--- config.mk ---
export PLATFORM = sky130hd
export DESIGN_NAME = digit_counter
export DESIGN_NICKNAME = d
export VERILOG_FILES = /design/src/verilog/digit_pkg.sv /design/src/verilog/seg_decoder.sv /design/src/verilog/digit_counter.sv
export SDC_FILE = /design/constraint.sdc
export NUM_CORES = 1
export LEC_CHECK = 0
export BUFFER_PORTS_ARGS = -buffer_cell sky130_fd_sc_hd__buf_2
export CAP_MARGIN = 40
export CORE_MARGIN = 2
export CORE_UTILIZATION = 55
export DETAILED_ROUTE_END_ITERATION = 7
export PLACE_DENSITY = 0.85
export SLEW_MARGIN = 20
export SYNTH_ARGS = -nofsm -noshare
export SYNTH_HDL_FRONTEND = slang
export SYNTH_SLANG_ARGS = --single-unit
--- constraint.sdc ---
create_clock -name clk -period 2.4 [get_ports clk]
set_clock_uncertainty 0.1 [all_clocks]
set_input_delay 0.24 -clock clk [delete_from_list [all_inputs] [get_ports clk]]
set_output_delay 0.24 -clock clk [all_outputs]
set_load 0.01 [all_outputs]
--- src/verilog/digit_pkg.sv ---
// constants and encodings for the counting display decade
// Behaviour
// - strobe low: latch follows the counter continuously.
// - strobe high: latch and display hold, counter keeps counting.
// - terminal count goes low at count nine with ripple enable low.
// - terminal count returns high at zero, stays high for one to eight.
// - ripple enable high forces terminal count high.
// - lookahead enable high stops counting.
// - ripple enable high stops counting.
// - latched zero with blank input low blanks digit, drives blank output low.
// - blank input ignored when latched value is not zero.
// - blank output low on force blank, or blank input low with zero.
// - blank output node is wired-AND with a pull-up and external drivers.
// - blank node low, from anyone, blanks the whole digit.
// - count up on rising count clock when both enables low, clear high.
// - clear low resets counter to zero and holds it.
// - force blank turns off segments and point, drives blank output low.
// - latched digit on four outputs weighted 1, 2, 4, 8.
package digit_pkg;
    localparam logic [3:0] COUNT_ZERO = 4'h0;
    localparam logic [3:0] COUNT_MAX = 4'h9;
    localparam logic [3:0] COUNT_STEP = 4'h1;
    localparam logic [6:0] SEG_OFF = 7'h00;
    localparam int SYNC_STAGES = 3;
    // idle pin levels, first pin is the count clock, last the blank node:
    // count clock, blank input and node rest high so reset makes no false edge
    localparam logic [8:0] PIN_IDLE = 9'h103;
    // segment bit positions, a..g
    localparam int SEG_A = 0;
    localparam int SEG_G = 6;
endpackage : digit_pkg

--- src/verilog/seg_decoder.sv ---
// bcd to seven-segment pattern decoder
`timescale 1ns/1ps
module seg_decoder (
    // digit in
    input wire logic [3:0] digit,
    // pattern out, bit 0 = segment a
    output logic [6:0] segments
);
    // conventional shapes; codes above nine show nothing
    always_comb begin
        unique case (digit)
            4'h0: segments = 7'h3F;
            4'h1: segments = 7'h06;
            4'h2: segments = 7'h5B;
            4'h3: segments = 7'h4F;
            4'h4: segments = 7'h66;
            4'h5: segments = 7'h6D;
            4'h6: segments = 7'h7D;
            4'h7: segments = 7'h07;
            4'h8: segments = 7'h7F;
            4'h9: segments = 7'h6F;
            default: segments = digit_pkg::SEG_OFF;
        endcase
    end
endmodule : seg_decoder

--- src/verilog/digit_counter.sv ---
// one decade: counter, latch, zero blanking and segment drive
`timescale 1ns/1ps
module digit_counter (
    // system
    input wire logic clk,
    input wire logic rst_n,
    // count control, all from pins
    input wire logic count_clk,
    input wire logic counter_clear_n,
    input wire logic lookahead_enable_n,
    input wire logic ripple_enable_n,
    input wire logic latch_hold_strobe,
    // display control, from pins
    input wire logic force_blank,
    input wire logic point_in,
    input wire logic zero_blank_in_n,
    // wired-AND blank node: level seen, low drive and its enable
    input wire logic zero_blank_node_in,
    output logic zero_blank_out_n,
    output logic zero_blank_oe,
    // data outputs
    output logic [3:0] latch_q,
    output logic terminal_count_n,
    output logic [6:0] segments,
    output logic point_on
);
    // three-stage synchronisers for every pin input
    localparam int NIN = 9;
    logic [NIN-1:0] pin_raw;
    logic [NIN-1:0] sync1_reg;
    logic [NIN-1:0] sync2_reg;
    logic [NIN-1:0] sync3_reg;
    logic [NIN-1:0] clean_reg;
    assign pin_raw = {count_clk, counter_clear_n, lookahead_enable_n, ripple_enable_n,
                      latch_hold_strobe, force_blank, point_in, zero_blank_in_n,
                      zero_blank_node_in};

    always_ff @(posedge clk) begin
        if (!rst_n) begin
            sync1_reg <= digit_pkg::PIN_IDLE;
            sync2_reg <= digit_pkg::PIN_IDLE;
            sync3_reg <= digit_pkg::PIN_IDLE;
        end else begin
            sync1_reg <= pin_raw;
            sync2_reg <= sync1_reg;
            sync3_reg <= sync2_reg;
        end
    end

    // a change counts once stages two and three agree; reset values are PIN_IDLE
    genvar gi;
    generate
        for (gi = 0; gi < NIN; gi++) begin : g_filt
            always_ff @(posedge clk) begin
                if (!rst_n) begin
                    clean_reg[gi] <= digit_pkg::PIN_IDLE[gi];
                end else if (sync2_reg[gi] == sync3_reg[gi]) begin
                    clean_reg[gi] <= sync3_reg[gi];
                end
            end
        end
    endgenerate

    logic cclk_s, clr_n_s, la_en_n_s, rp_en_n_s, hold_s, blank_s, dp_s, rbi_n_s, node_s;
    assign {cclk_s, clr_n_s, la_en_n_s, rp_en_n_s, hold_s, blank_s, dp_s, rbi_n_s,
            node_s} = clean_reg;

    // rising edge of the count clock, on the filtered level only
    logic cclk_prev_reg;
    logic count_edge;
    always_ff @(posedge clk) begin
        if (!rst_n) begin
            cclk_prev_reg <= 1'b1;
        end else begin
            cclk_prev_reg <= cclk_s;
        end
    end
    assign count_edge = cclk_s && !cclk_prev_reg;

    // decade counter; enables are sampled at the edge, which is safe because
    // the controller only moves them while the count clock is high
    logic [3:0] count_reg;
    logic [3:0] count_next;
    always_comb begin
        if (count_reg == digit_pkg::COUNT_MAX) begin
            count_next = digit_pkg::COUNT_ZERO;
        end else begin
            count_next = 4'(count_reg + digit_pkg::COUNT_STEP);
        end
    end

    always_ff @(posedge clk) begin
        if (!rst_n) begin
            count_reg <= digit_pkg::COUNT_ZERO;
        end else if (!clr_n_s) begin
            count_reg <= digit_pkg::COUNT_ZERO;
        end else if (count_edge && !la_en_n_s && !rp_en_n_s) begin
            count_reg <= count_next;
        end
    end

    // latch: transparent with strobe low, holds with strobe high
    logic [3:0] latch_reg;
    always_ff @(posedge clk) begin
        if (!rst_n) begin
            latch_reg <= digit_pkg::COUNT_ZERO;
        end else if (!hold_s) begin
            latch_reg <= count_reg;
        end
    end // holding branch keeps latch_reg

    // terminal count follows the counter, not the latch
    always_ff @(posedge clk) begin
        if (!rst_n) begin
            terminal_count_n <= 1'b1;
        end else if (rp_en_n_s) begin
            terminal_count_n <= 1'b1;
        end else begin
            terminal_count_n <= !(count_reg == digit_pkg::COUNT_MAX);
        end
    end

    // blank node: our own low drive, then the node as seen at the pin
    logic zero_latched;
    logic own_blank;
    assign zero_latched = (latch_reg == digit_pkg::COUNT_ZERO);
    assign own_blank = blank_s || (!rbi_n_s && zero_latched);

    // open-drain: drive low only, release to the pull-up otherwise
    always_ff @(posedge clk) begin
        if (!rst_n) begin
            zero_blank_out_n <= 1'b1;
            zero_blank_oe <= 1'b0;
        end else begin
            zero_blank_out_n <= 1'b0;
            zero_blank_oe <= own_blank;
        end
    end

    // digit dark on own blank or node low from any party; the node view lags
    // by the synchroniser, so own_blank is also used directly
    logic dark;
    logic [6:0] pattern;
    assign dark = own_blank || !node_s;
    seg_decoder seg_decoder_i (
        .digit(latch_reg),
        .segments(pattern)
    );

    always_ff @(posedge clk) begin
        if (!rst_n) begin
            segments <= digit_pkg::SEG_OFF;
            point_on <= 1'b0;
            latch_q <= digit_pkg::COUNT_ZERO;
        end else begin
            segments <= dark ? digit_pkg::SEG_OFF : pattern;
            point_on <= dp_s && !dark;
            latch_q <= latch_reg;
        end
    end
endmodule : digit_counter

---- Yosys cells after proc, flatten, opt, wreduce, memory -nomap -nowiden ----
Memories as Yosys holds them, arrays and structs flattened. A register that Yosys moved wholly into a read port is not among the register bits.
Index checks and enable logic that the tools add are counted.
word-level totals
  flip-flop bits (word level) ............. 53
  bits in read-only memories .............. 112
  bits of input ports ..................... 11
  output and inout bits ................... 15
  word-level logic and storage cells ...... 53
  memories kept ........................... 1
memories
  name             words  width  rd ports  clocked after memory_dff  write ports  RTL line           source
  (no name shown)  16     7      1         1                         0            seg_decoder.sv:11  unique case (digit)
operators by class
  add/subtract/negate cells ............... 1
  equal/unequal tests ..................... 10
  muxes and demuxes ....................... 2
  bitwise gates (word level) .............. 1
  reductions and logical operators ........ 18
operators by type and width
  operator                                                        number
  1-bit equality test                                             9
  1-bit logical NOT                                               7
  1-bit logical AND                                               5
  4-bit by 1-bit adder with 4-bit output (second input constant)  1
  4-bit equality test (second input constant)                     1
  4-bit logical NOT                                               1
  4-bit two-way mux                                               1
  2-bit OR reduction                                              2
  1-bit logical OR                                                2
  2-bit AND reduction                                             1
  1-bit two-way mux                                               1
  1-bit NOT                                                       1

---- Logic depth before layout (Yosys ltp) ----
Gate-level depths: netlist (run 1).
  word-level depth ........................ 6
  mapped depth ............................ 5
  depth with buffers taken out ............ 5

---- Cells and area by module ----
From an unflattened synthesis (run 1), not the netlist that was laid out.
second synthesis, totals
  cell total of the unflattened synthesis .. 196
  area total of the unflattened synthesis .. 2,023.2 sq um
by module, submodules not included
  module         times used  cells each  area an instance (sq um)  seq. area each (sq um)
  digit_counter  1           170         1,821.7                   1,201.2
  seg_decoder    1           26          201.4                     0.0

---- Worst setup path before layout (run 1) ----
OpenSTA, ideal clock, no wires.
  kind .................................... register -> register
  start point ............................. reg latch_reg[1]
  end point ............................... reg segments[4]
  library setup time ...................... 0.076 ns
  data arrival time ....................... 1.498 ns
  required time ........................... 2.224 ns
  slack ................................... 0.726 ns
  stages on the path, launching flop included .. 6
  buffers on the path ..................... 0
  clock period less this slack ............ 1.674 ns
  cell sequence ........................... dfxtp_1 inv_1 ha_1 nor4b_1 nor3_1 a21boi_0
between the ends
  word-level cells in the longest chain between the ends .. 5
RTL lines
  item                                 RTL line              source
  start, declared                      digit_counter.sv:103  logic [3:0] latch_reg;
  start signal, assigned               digit_counter.sv:106  latch_reg <= digit_pkg::COUNT_ZERO;
  start signal, assigned               digit_counter.sv:108  latch_reg <= count_reg;
  4-bit logical NOT                    digit_counter.sv:126  assign zero_latched = (latch_reg == digit_pkg::COUNT_ZERO);
  1-bit logical AND                    digit_counter.sv:127  assign own_blank = blank_s || (!rbi_n_s && zero_latched);
  1-bit logical OR                     digit_counter.sv:127
  1-bit logical OR                     digit_counter.sv:144  assign dark = own_blank || !node_s;
  2-bit OR reduction (no source line)  -
  end, declared                        digit_counter.sv:24   output logic [6:0] segments,
Several ways; a longest one is shown, not always the timed one.
A chain may end at the register's enable or synchronous reset.

---- Final worst setup path (run 1) ----
Ends and elaborated chain as after synthesis.

==> summary.md, run 1 <==
| Metric | Value |
|---|---|
| Worst-margin pin slew | `0.5186 ns` |
| Combinational share of power | `3.4%` |
| Crit path kind | `flip-flop to flip-flop` |
| Mapped Nets | `213` |
| Gr usage total | `18.12%` |
| Global-route wire length before repair | `5533 um` |
| FF-to-FF path depth | `6` |
| Slew margin rel. | `64.94%` |
| Number of CTS-inserted buffers | `9` |
| Hold Path Origin | `rst_n` |
| # setup viols final | `0` |
| Reg-to-Reg End | `segments[4]` |
| Met1 usage | `17.01%` |
| Worst EP arrival | `1.88 ns` |
| Die area | `4129 sq um` |
| Die X | `64.26 um` |
| FFs w/ async S/R, synth | `0%` |
| Final ANT Viol Nets | `0` |
| Vias in the first global route | `1353` |
| Cell Chain, Critical Path | `inv_1 -> ha_1 -> nor4b_1 -> nor3_1 -> buf_4 -> a21boi_0` |
| Root Driver | `clkbuf_4` |
| Hold Path Sink | `sync2_reg[8]` |
| Starting Density | `58.46%` |
| Total design power | `0.001809 W` |
| Syn Area/Cell | `10.19 sq um` |
| WHS Path Cells | `2` |
| Chip height | `64.26 um` |
| VDD IR max | `0.6132 mV` |
| Number of enable flip-flop cells after synthesis | `0` |
| DR WL/cell | `10.84 um` |
| Buf/Inv on CP | `2` |
| Synth Area in Compound Gates | `10.71%` |
| Setup TNS | `0 ns` |
| Top Ports | `26` |
| Layout cells sized above 1 | `17.99%` |
| Cell Area, Synth | `1997 sq um` |
| Slowest CP cell | `dfxtp_1` |
| Reg2reg setup slack | `0.74 ns` |
| Met3 GRT Util | `9.155%` |
| Max H-tree Level | `3` |
| Post-synthesis adder-cell area fraction | `3.759%` |
| Min-delay worst type | `input pin to flip-flop` |
| RSZ-0062 raised after global routing | `no` |
| Vias post-DR | `1389` |
| CTS max path bufs | `2` |
| Dpl cells | `260` |
| Initial antenna violation count | `0` |
| Met2 global-route usage | `32.29%` |
| Worst flop-to-flop path startpoint | `latch_reg[1]` |
| Max Cap Violations | `0` |
| Largest family of logic cells by synthesized area | `simple AND/OR/NAND/NOR gates` |
| PwrDens | `755.4 nW/um^2` |
| Area growth, synth to finish | `19.92%` |
| Fmax | `604.2 MHz` |
| Clk pwr share | `39.7%` |
| Fin crit share | `68.97%` |
| Yosys Warn Count | `0` |
| First-pass DRT Iterations | `7` |
| Slew Viols, Final | `0` |
| Lkg Pwr | `0.9438 nW` |
| Area after DPL | `2157 sq um` |
| Worst path max stage delay | `0.46 ns` |
| Critical path required time | `2.62 ns` |
| Nets@finish | `251` |
| Final Non-Filler Cells | `285` |
| Final Instance Area | `2395 sq um` |
| Largest net degree at the start of global routing | `37` |
| Number of inserted diodes | `0` |
| Setup crit end kind | `flip-flop` |
| Yosys cell types | `23` |
| Clock Latency Late Sink | `0.39 ns` |
| DRC | `0` |
| Gate Count Post-Synth | `196` |
| CP startpoint kind | `flip-flop` |
| Most frequent cells in the layout | `dfxtp_1, buf_2, and2_1` |
| DRT iter0 DRCs | `60` |
| Dpl hpwl | `1903 um` |
| Port bufs | `25` |
| Status | `complete, no violations` |
| Multiplexer share of the synthesized area | `2.005%` |
| Final Wtd Congestion | `0.7917` |
| Row count | `21` |
| Cell-internal power | `0.001430 W` |
| Sequential-to-total area share from yosys stat | `60.15%` |
| Core Footprint | `3416 sq um` |
| Sw power | `0.0003787 W` |
| Simple-gate share of the synthesized area | `20.74%` |
| Resized cells post-CTS | `0` |
| GRT busiest layer | `met2` |
| Sw Share | `20.94%` |
| CTS tree | `done` |
| Post CTS Setup Buffer Count | `0` |
| Max Fanout on Critical Path | `8` |
| Clock transition at path regs | `0.10 ns` |
| Sequential Power Share | `56.9%` |
| Minimum clock period | `1.655 ns` |
| Fill count | `259` |
| Routed WL | `3090 um` |
| Final Hold Viols | `0` |
| Vias per cell | `4.874` |
| Post-synthesis register bit count | `60` |
| Main flop type after synthesis | `dfxtp_1` |
| Clock sinks | `60` |
| Grt total ovfl | `0` |
| Largest delay share family, worst path | `flip-flops` |
| Commonest non-fill, non-tap cell in the layout | `dfxtp_1` |
| Xor/xnor share of the synthesized area | `0%` |
==> worst max path at each step <==
stage,from,to,slack [ns],cells past startpoint
6_report,latch_reg[1],segments[4],0.74,6
5_1_grt,latch_reg[1],segments[4],0.56,6
4_1_cts,latch_reg[1],segments[4],0.75,6
3_5_place_dp,latch_reg[1],point_on,0.79,6
3_3_place_gp,la_en_n_s,count_reg[2],0.83,3
2_1_floorplan,latch_reg[1],segments[4],0.73,5
==> through the flow <==
| stage | hold WS (ns) | setup WS (ns) | util, % |
|---|---|---|---|
| 3_3_place_gp | 0.2887 | 0.8324 | 63.15 |
| 4_1_cts | 0.1495 | 0.7483 | 70.11 |
| 6_report | 0.1643 | 0.7448 | 70.11 |
| 3_5_place_dp | 0.2972 | 0.7888 | 63.15 |
| 2_1_floorplan | 0.2415 | 0.7265 | - |
| 5_1_grt | 0.1650 | 0.5584 | 70.11 |
==> worst reg2reg max path, delay by kind of cell, from the launching register on <==
kind	cells	cell delay [ns]
AND/OR/NAND/NOR	2	0.33
flip-flops	1	0.46
adder cells (fa/ha/maj)	1	0.21
buffers and inverters	2	0.32
AO/OA/AOI/OAI	1	0.16
==> routing by layer <==
| layer | wire, um | up-vias |
|---|---|---|
| met1 | 1312 | 627 |
| met3 | 186 | 4 |
| met2 | 1557 | 37 |
| li1 | - | 721 |
| met4 | 34 | 0 |
| met5 | 0 | - |
==> power by group through the flow <==
stage               clock (W)  combinational, W  sequential (W)
floorplan                   0         0.0000280         0.00105
global placement            0         0.0000491         0.00105
detailed placement          0         0.0000506         0.00105
CTS                  0.000738         0.0000615         0.00103
global route         0.000790         0.0000691         0.00103
finish               0.000719         0.0000613         0.00103
==> Yosys cell counts, types with 4 or more instances <==
cell / n / area (sq um)
dfxtp_1: 60 / 1201
and2_1: 21 / 131.4
a21oi_1: 18 / 90.09
nand2b_1: 16 / 100.1
nor2_1: 13 / 48.80
nand2_1: 12 / 45.04
o21ai_0: 10 / 50.05
clkbuf_1: 6 / 22.52
ha_1: 6 / 75.07
inv_1: 6 / 22.52
o21a_1: 6 / 45.04
mux2i_1: 4 / 40.04
==> cell families after synthesis <==
| family | count (synthesis) |
|---|---|
| flops | 60 |
| compound gates | 38 |
| mux | 4 |
| fa+ha+maj | 6 |
| simple gates | 74 |
| buf+inv | 14 |
==> final cells by class <==
type	instances	area [sq um]	area share, %
repair buffers	35	222.7	9.300
flip-flops and latches	60	1201	50.16
inverters	6	22.52	0.9404
well taps	46	57.56	2.403
clock buffers	13	102.6	4.284
multi-input cells	122	743.2	31.03
clock inverters	3	45.04	1.881
==> repair_timing <==
action / in CTS / in global routing
endpoints found under the setup margin: 0 / 0
hold buffers: 9 / 0
hold endpoints to repair: 9 / 0
Power figures use the tool's default switching activity.
==> inputs of run 2 (changes only) <==
--- a/config.mk
+++ b/config.mk
@@ -8,9 +8,9 @@
 export BUFFER_PORTS_ARGS = -buffer_cell sky130_fd_sc_hd__buf_2
 export CAP_MARGIN = 40
 export CORE_MARGIN = 2
-export CORE_UTILIZATION = 55
+export CORE_UTILIZATION = 50
 export DETAILED_ROUTE_END_ITERATION = 7
-export PLACE_DENSITY = 0.85
+export PLACE_DENSITY = 0.82
 export SLEW_MARGIN = 20
 export SYNTH_ARGS = -nofsm -noshare
 export SYNTH_HDL_FRONTEND = slang
==> constraint.sdc (replaced) <==
create_clock -name clk -period 1.5 [get_ports clk]
set_clock_uncertainty 0.1 [all_clocks]
set_input_delay 0.15 -clock clk [delete_from_list [all_inputs] [get_ports clk]]
set_output_delay 0.15 -clock clk [all_outputs]
set_load 0.01 [all_outputs]
==> run 2 against run 1 <==
Against the previous run:
- the flow now finishes with violations (setup timing)
- first-iteration DRC count fell by 22%
- largest cell class unchanged
- clock power rose by 100%
- final area increased by 9.0%
- worst setup slack got worse by 0.83 ns
- register-to-register slack got worse by 0.83 ns
- die area rose by 9.4%
- sequential power increased by 60%
- sequential share of layout area fell by 3.9 points
- global-route usage down 0.19 points
- maximum frequency up 4.5%
==> summary.md, run 2 (synthesized netlist as in run 1, its figures left out) <==
| Metric | Value |
|---|---|
| Largest net degree at the start of global routing | `16 (-57%)` |
| Reg-to-Reg End | `count_reg[2]` |
| DR WL/cell | `11.45 um (+5.6%)` |
| Status | `finished, violations left` |
| Grt total ovfl | `0 (unchanged)` |
| Fill count | `300 (+16%)` |
| Hold Path Sink | `sync2_reg[7]` |
| Sw power | `0.0006167 W (+63%)` |
| Die area | `4515 sq um (+9.4%)` |
| Area growth, synth to finish | `30.70%` |
| Slowest CP cell | `or4b_4` |
| Starting Density | `53.34% (-5.1 points)` |
| RSZ-0062 raised after global routing | `yes` |
| Final Wtd Congestion | `0.7318 (-7.6%)` |
| M1 WL | `1562 um (+19%)` |
| Fin crit share | `105.6% (+37 points)` |
| Gr usage total | `17.92% (-0.19 points)` |
| FF/Latch Area | `1206 sq um (+0.42%)` |
| Max Fanout on Critical Path | `3 (-5)` |
| Clock transition at path regs | `0.06 ns (-0.04 ns)` |
| Worst path max stage delay | `0.55 ns (+0.09 ns)` |
| FF-to-FF path depth | `3 (-3)` |
| Most frequent cells in the layout | `dfxtp_1, buf_2, and2_1` |
| Sw Share | `19.23% (-1.7 points)` |
| Total design power | `0.003207 W (+77%)` |
| Lkg Pwr | `1.059 nW (+12%)` |
| Dpl hpwl | `2182 um (+15%)` |
| Vias in the first global route | `1383 (+2.2%)` |
| Core Footprint | `3744 sq um (+9.6%)` |
| Routed WL | `3445 um (+11%)` |
| Slew margin rel. | `69.80% (+4.9 points)` |
| Met3 wire length | `160 um (-14%)` |
| Setup crit end kind | `flip-flop` |
| Reg2reg setup slack | `-0.08 ns (-0.83 ns)` |
| Minimum clock period | `1.584 ns (-0.07155 ns)` |
| Cell-internal power | `0.002591 W (+81%)` |
| Fmax | `631.5 MHz (+4.5%)` |
| CTS max path bufs | `2 (unchanged)` |
| Clock Latency Late Sink | `0.33 ns (-0.06 ns)` |
| VDD IR max | `0.8920 mV (+45%)` |
| Area of the multi-input gates | `783.3 sq um (+5.4%)` |
| Max H-tree Level | `3 (unchanged)` |
| DRT iter0 DRCs | `47 (-22%)` |
| Number of CTS-inserted buffers | `9 (unchanged)` |
| Final Non-Filler Cells | `301 (+5.6%)` |
| Clock sinks | `60 (unchanged)` |
| Clk pwr share | `45.3% (+5.6 points)` |
| Sequential Power Share | `51.4% (-5.5 points)` |
| Nets@finish | `266 (+6.0%)` |
| Layout cells sized above 1 | `27.67% (+9.7 points)` |
| WL met2 | `1633 um (+4.9%)` |
| # setup viols final | `1 (+1)` |
| Number of inserted diodes | `0 (unchanged)` |
| First-pass DRT Iterations | `4 (-3)` |
| PwrDens | `1229 nW/um^2 (+63%)` |
| Initial antenna violation count | `0 (unchanged)` |
| Critical path required time | `1.66 ns (-0.96 ns)` |
| Worst-margin pin slew | `0.4525 ns (-0.06608 ns)` |
| Max Cap Violations | `0 (unchanged)` |
| Top Ports | `26 (unchanged)` |
| Root Driver | `clkbuf_8` |
| Hold Path Origin | `rst_n` |
| Chip height | `67.20 um (+4.6%)` |
| Port bufs | `25 (unchanged)` |
| Top sig layer | `met4` |
| DRC | `0 (unchanged)` |
| CP startpoint kind | `flip-flop` |
| Final Hold Viols | `0 (unchanged)` |
| Combinational share of power | `3.3% (about the same)` |
| Commonest non-fill, non-tap cell in the layout | `dfxtp_1` |
| Dpl cells | `276 (+6.2%)` |
| WHS Path Cells | `2 (unchanged)` |
| Cell Chain, Critical Path | `or4b_4 -> or4_4 -> a21oi_2` |
| Vias post-DR | `1451 (+4.5%)` |
| Slew Viols, Final | `0 (unchanged)` |
| Crit path kind | `flip-flop to flip-flop` |
| Worst EP arrival | `1.75 ns (-0.13 ns)` |
| Setup ws final | `-0.08364 ns (-0.8285 ns)` |
| Global-route wire length before repair | `5809 um (+5.0%)` |
| Vias per cell | `4.821 (-1.1%)` |
| Failing checks | `setup timing` |
| Final ANT Viol Nets | `0 (unchanged)` |
| Die X | `67.20 um (+4.6%)` |
| Min-delay worst type | `input pin to flip-flop` |
| CTS tree | `done` |
| Row count | `22 (+4.8%)` |
| Worst flop-to-flop path startpoint | `cclk_prev_reg` |
| Place WS | `-0.04591 ns (-0.8347 ns)` |
| Final Core Density | `69.72% (-0.39 points)` |
## run 2: cell types whose count changed in the layout (fill, tap and decap cells not counted), moves of 2 or more
cell	delta
dfxtp_1	-4
clkinvlp_4	-2
inv_2	+2
buf_4	+15
dfxtp_2	+4
inv_1	-2
clkbuf_8	+10
clkbuf_4	-9
## run 2: timing repair
action / 4_1_cts / 5_1_grt
gates resized for setup: 6 / 8
endpoints found under the hold margin: 9 / 0
setup buffers: 0 / 1
hold buffers: 9 / 0
pin swaps: 0 / 2
gates cloned: 0 / 0
endpoints found under the setup margin: 3 / 4
## run 2: worst max-delay path by stage
stage / slack (ns) / from / end / cells past startpoint
final: -0.08 / cclk_prev_reg / count_reg[2] / 3
after global routing: -0.11 / cclk_prev_reg / count_reg[2] / 3
after CTS: -0.09 / cclk_prev_reg / count_reg[2] / 3
after detailed placement: -0.05 / cclk_prev_reg / count_reg[2] / 3
after global placement: -0.009 / cclk_prev_reg / count_reg[2] / 3
after floorplan: -0.01 / rp_en_n_s / count_reg[2] / 3
## run 2: layer usage
layer / up-vias / global-route usage [%]
met1: 658 / 19.19
met5: - / 0
li1: 750 / -
met3: 9 / 6.167
met2: 34 / 30.45
met4: 0 / 10.71
## run 2: power groups by stage
stage | Combinational, W | Sequential [W] | Clock (W)
3_3_place_gp | 0.0000850 | 0.00168 | 0
2_1_floorplan | 0.0000453 | 0.00169 | 0
3_5_place_dp | 0.0000878 | 0.00168 | 0
6_report | 0.000106 | 0.00165 | 0.00145
5_1_grt | 0.000120 | 0.00165 | 0.00156
4_1_cts | 0.000107 | 0.00165 | 0.00148
## run 2: cell type report
type                    count  share of cell area [%]
flip-flops and latches     60                   46.21
clock buffers              14                   6.616
multi-input cells         122                   30.01
well taps                  48                   2.301
inverters                   6                  0.8629
repair buffers             50                   12.85
clock inverters             1                   1.151
## run 2: critical path, delay by kind of cell (launching register included)
family / cells / cell delay (ns)
flip-flops: 1 / 0.32
AO/OA/AOI/OAI: 1 / 0.12
AND/OR/NAND/NOR: 2 / 0.98
## run 2: stage by stage
stage | setup TNS (ns) | cell area, sq um | hold WS (ns)
final | -0.08364 | 2610 | 0.07804
after global routing | -0.1149 | 2610 | 0.07570
after CTS | -0.08786 | 2579 | 0.06854
after detailed placement | -0.06949 | 2271 | 0.2325
after global placement | -0.008945 | 2271 | 0.2303
after floorplan | -0.02622 | 2003 | 0.1515
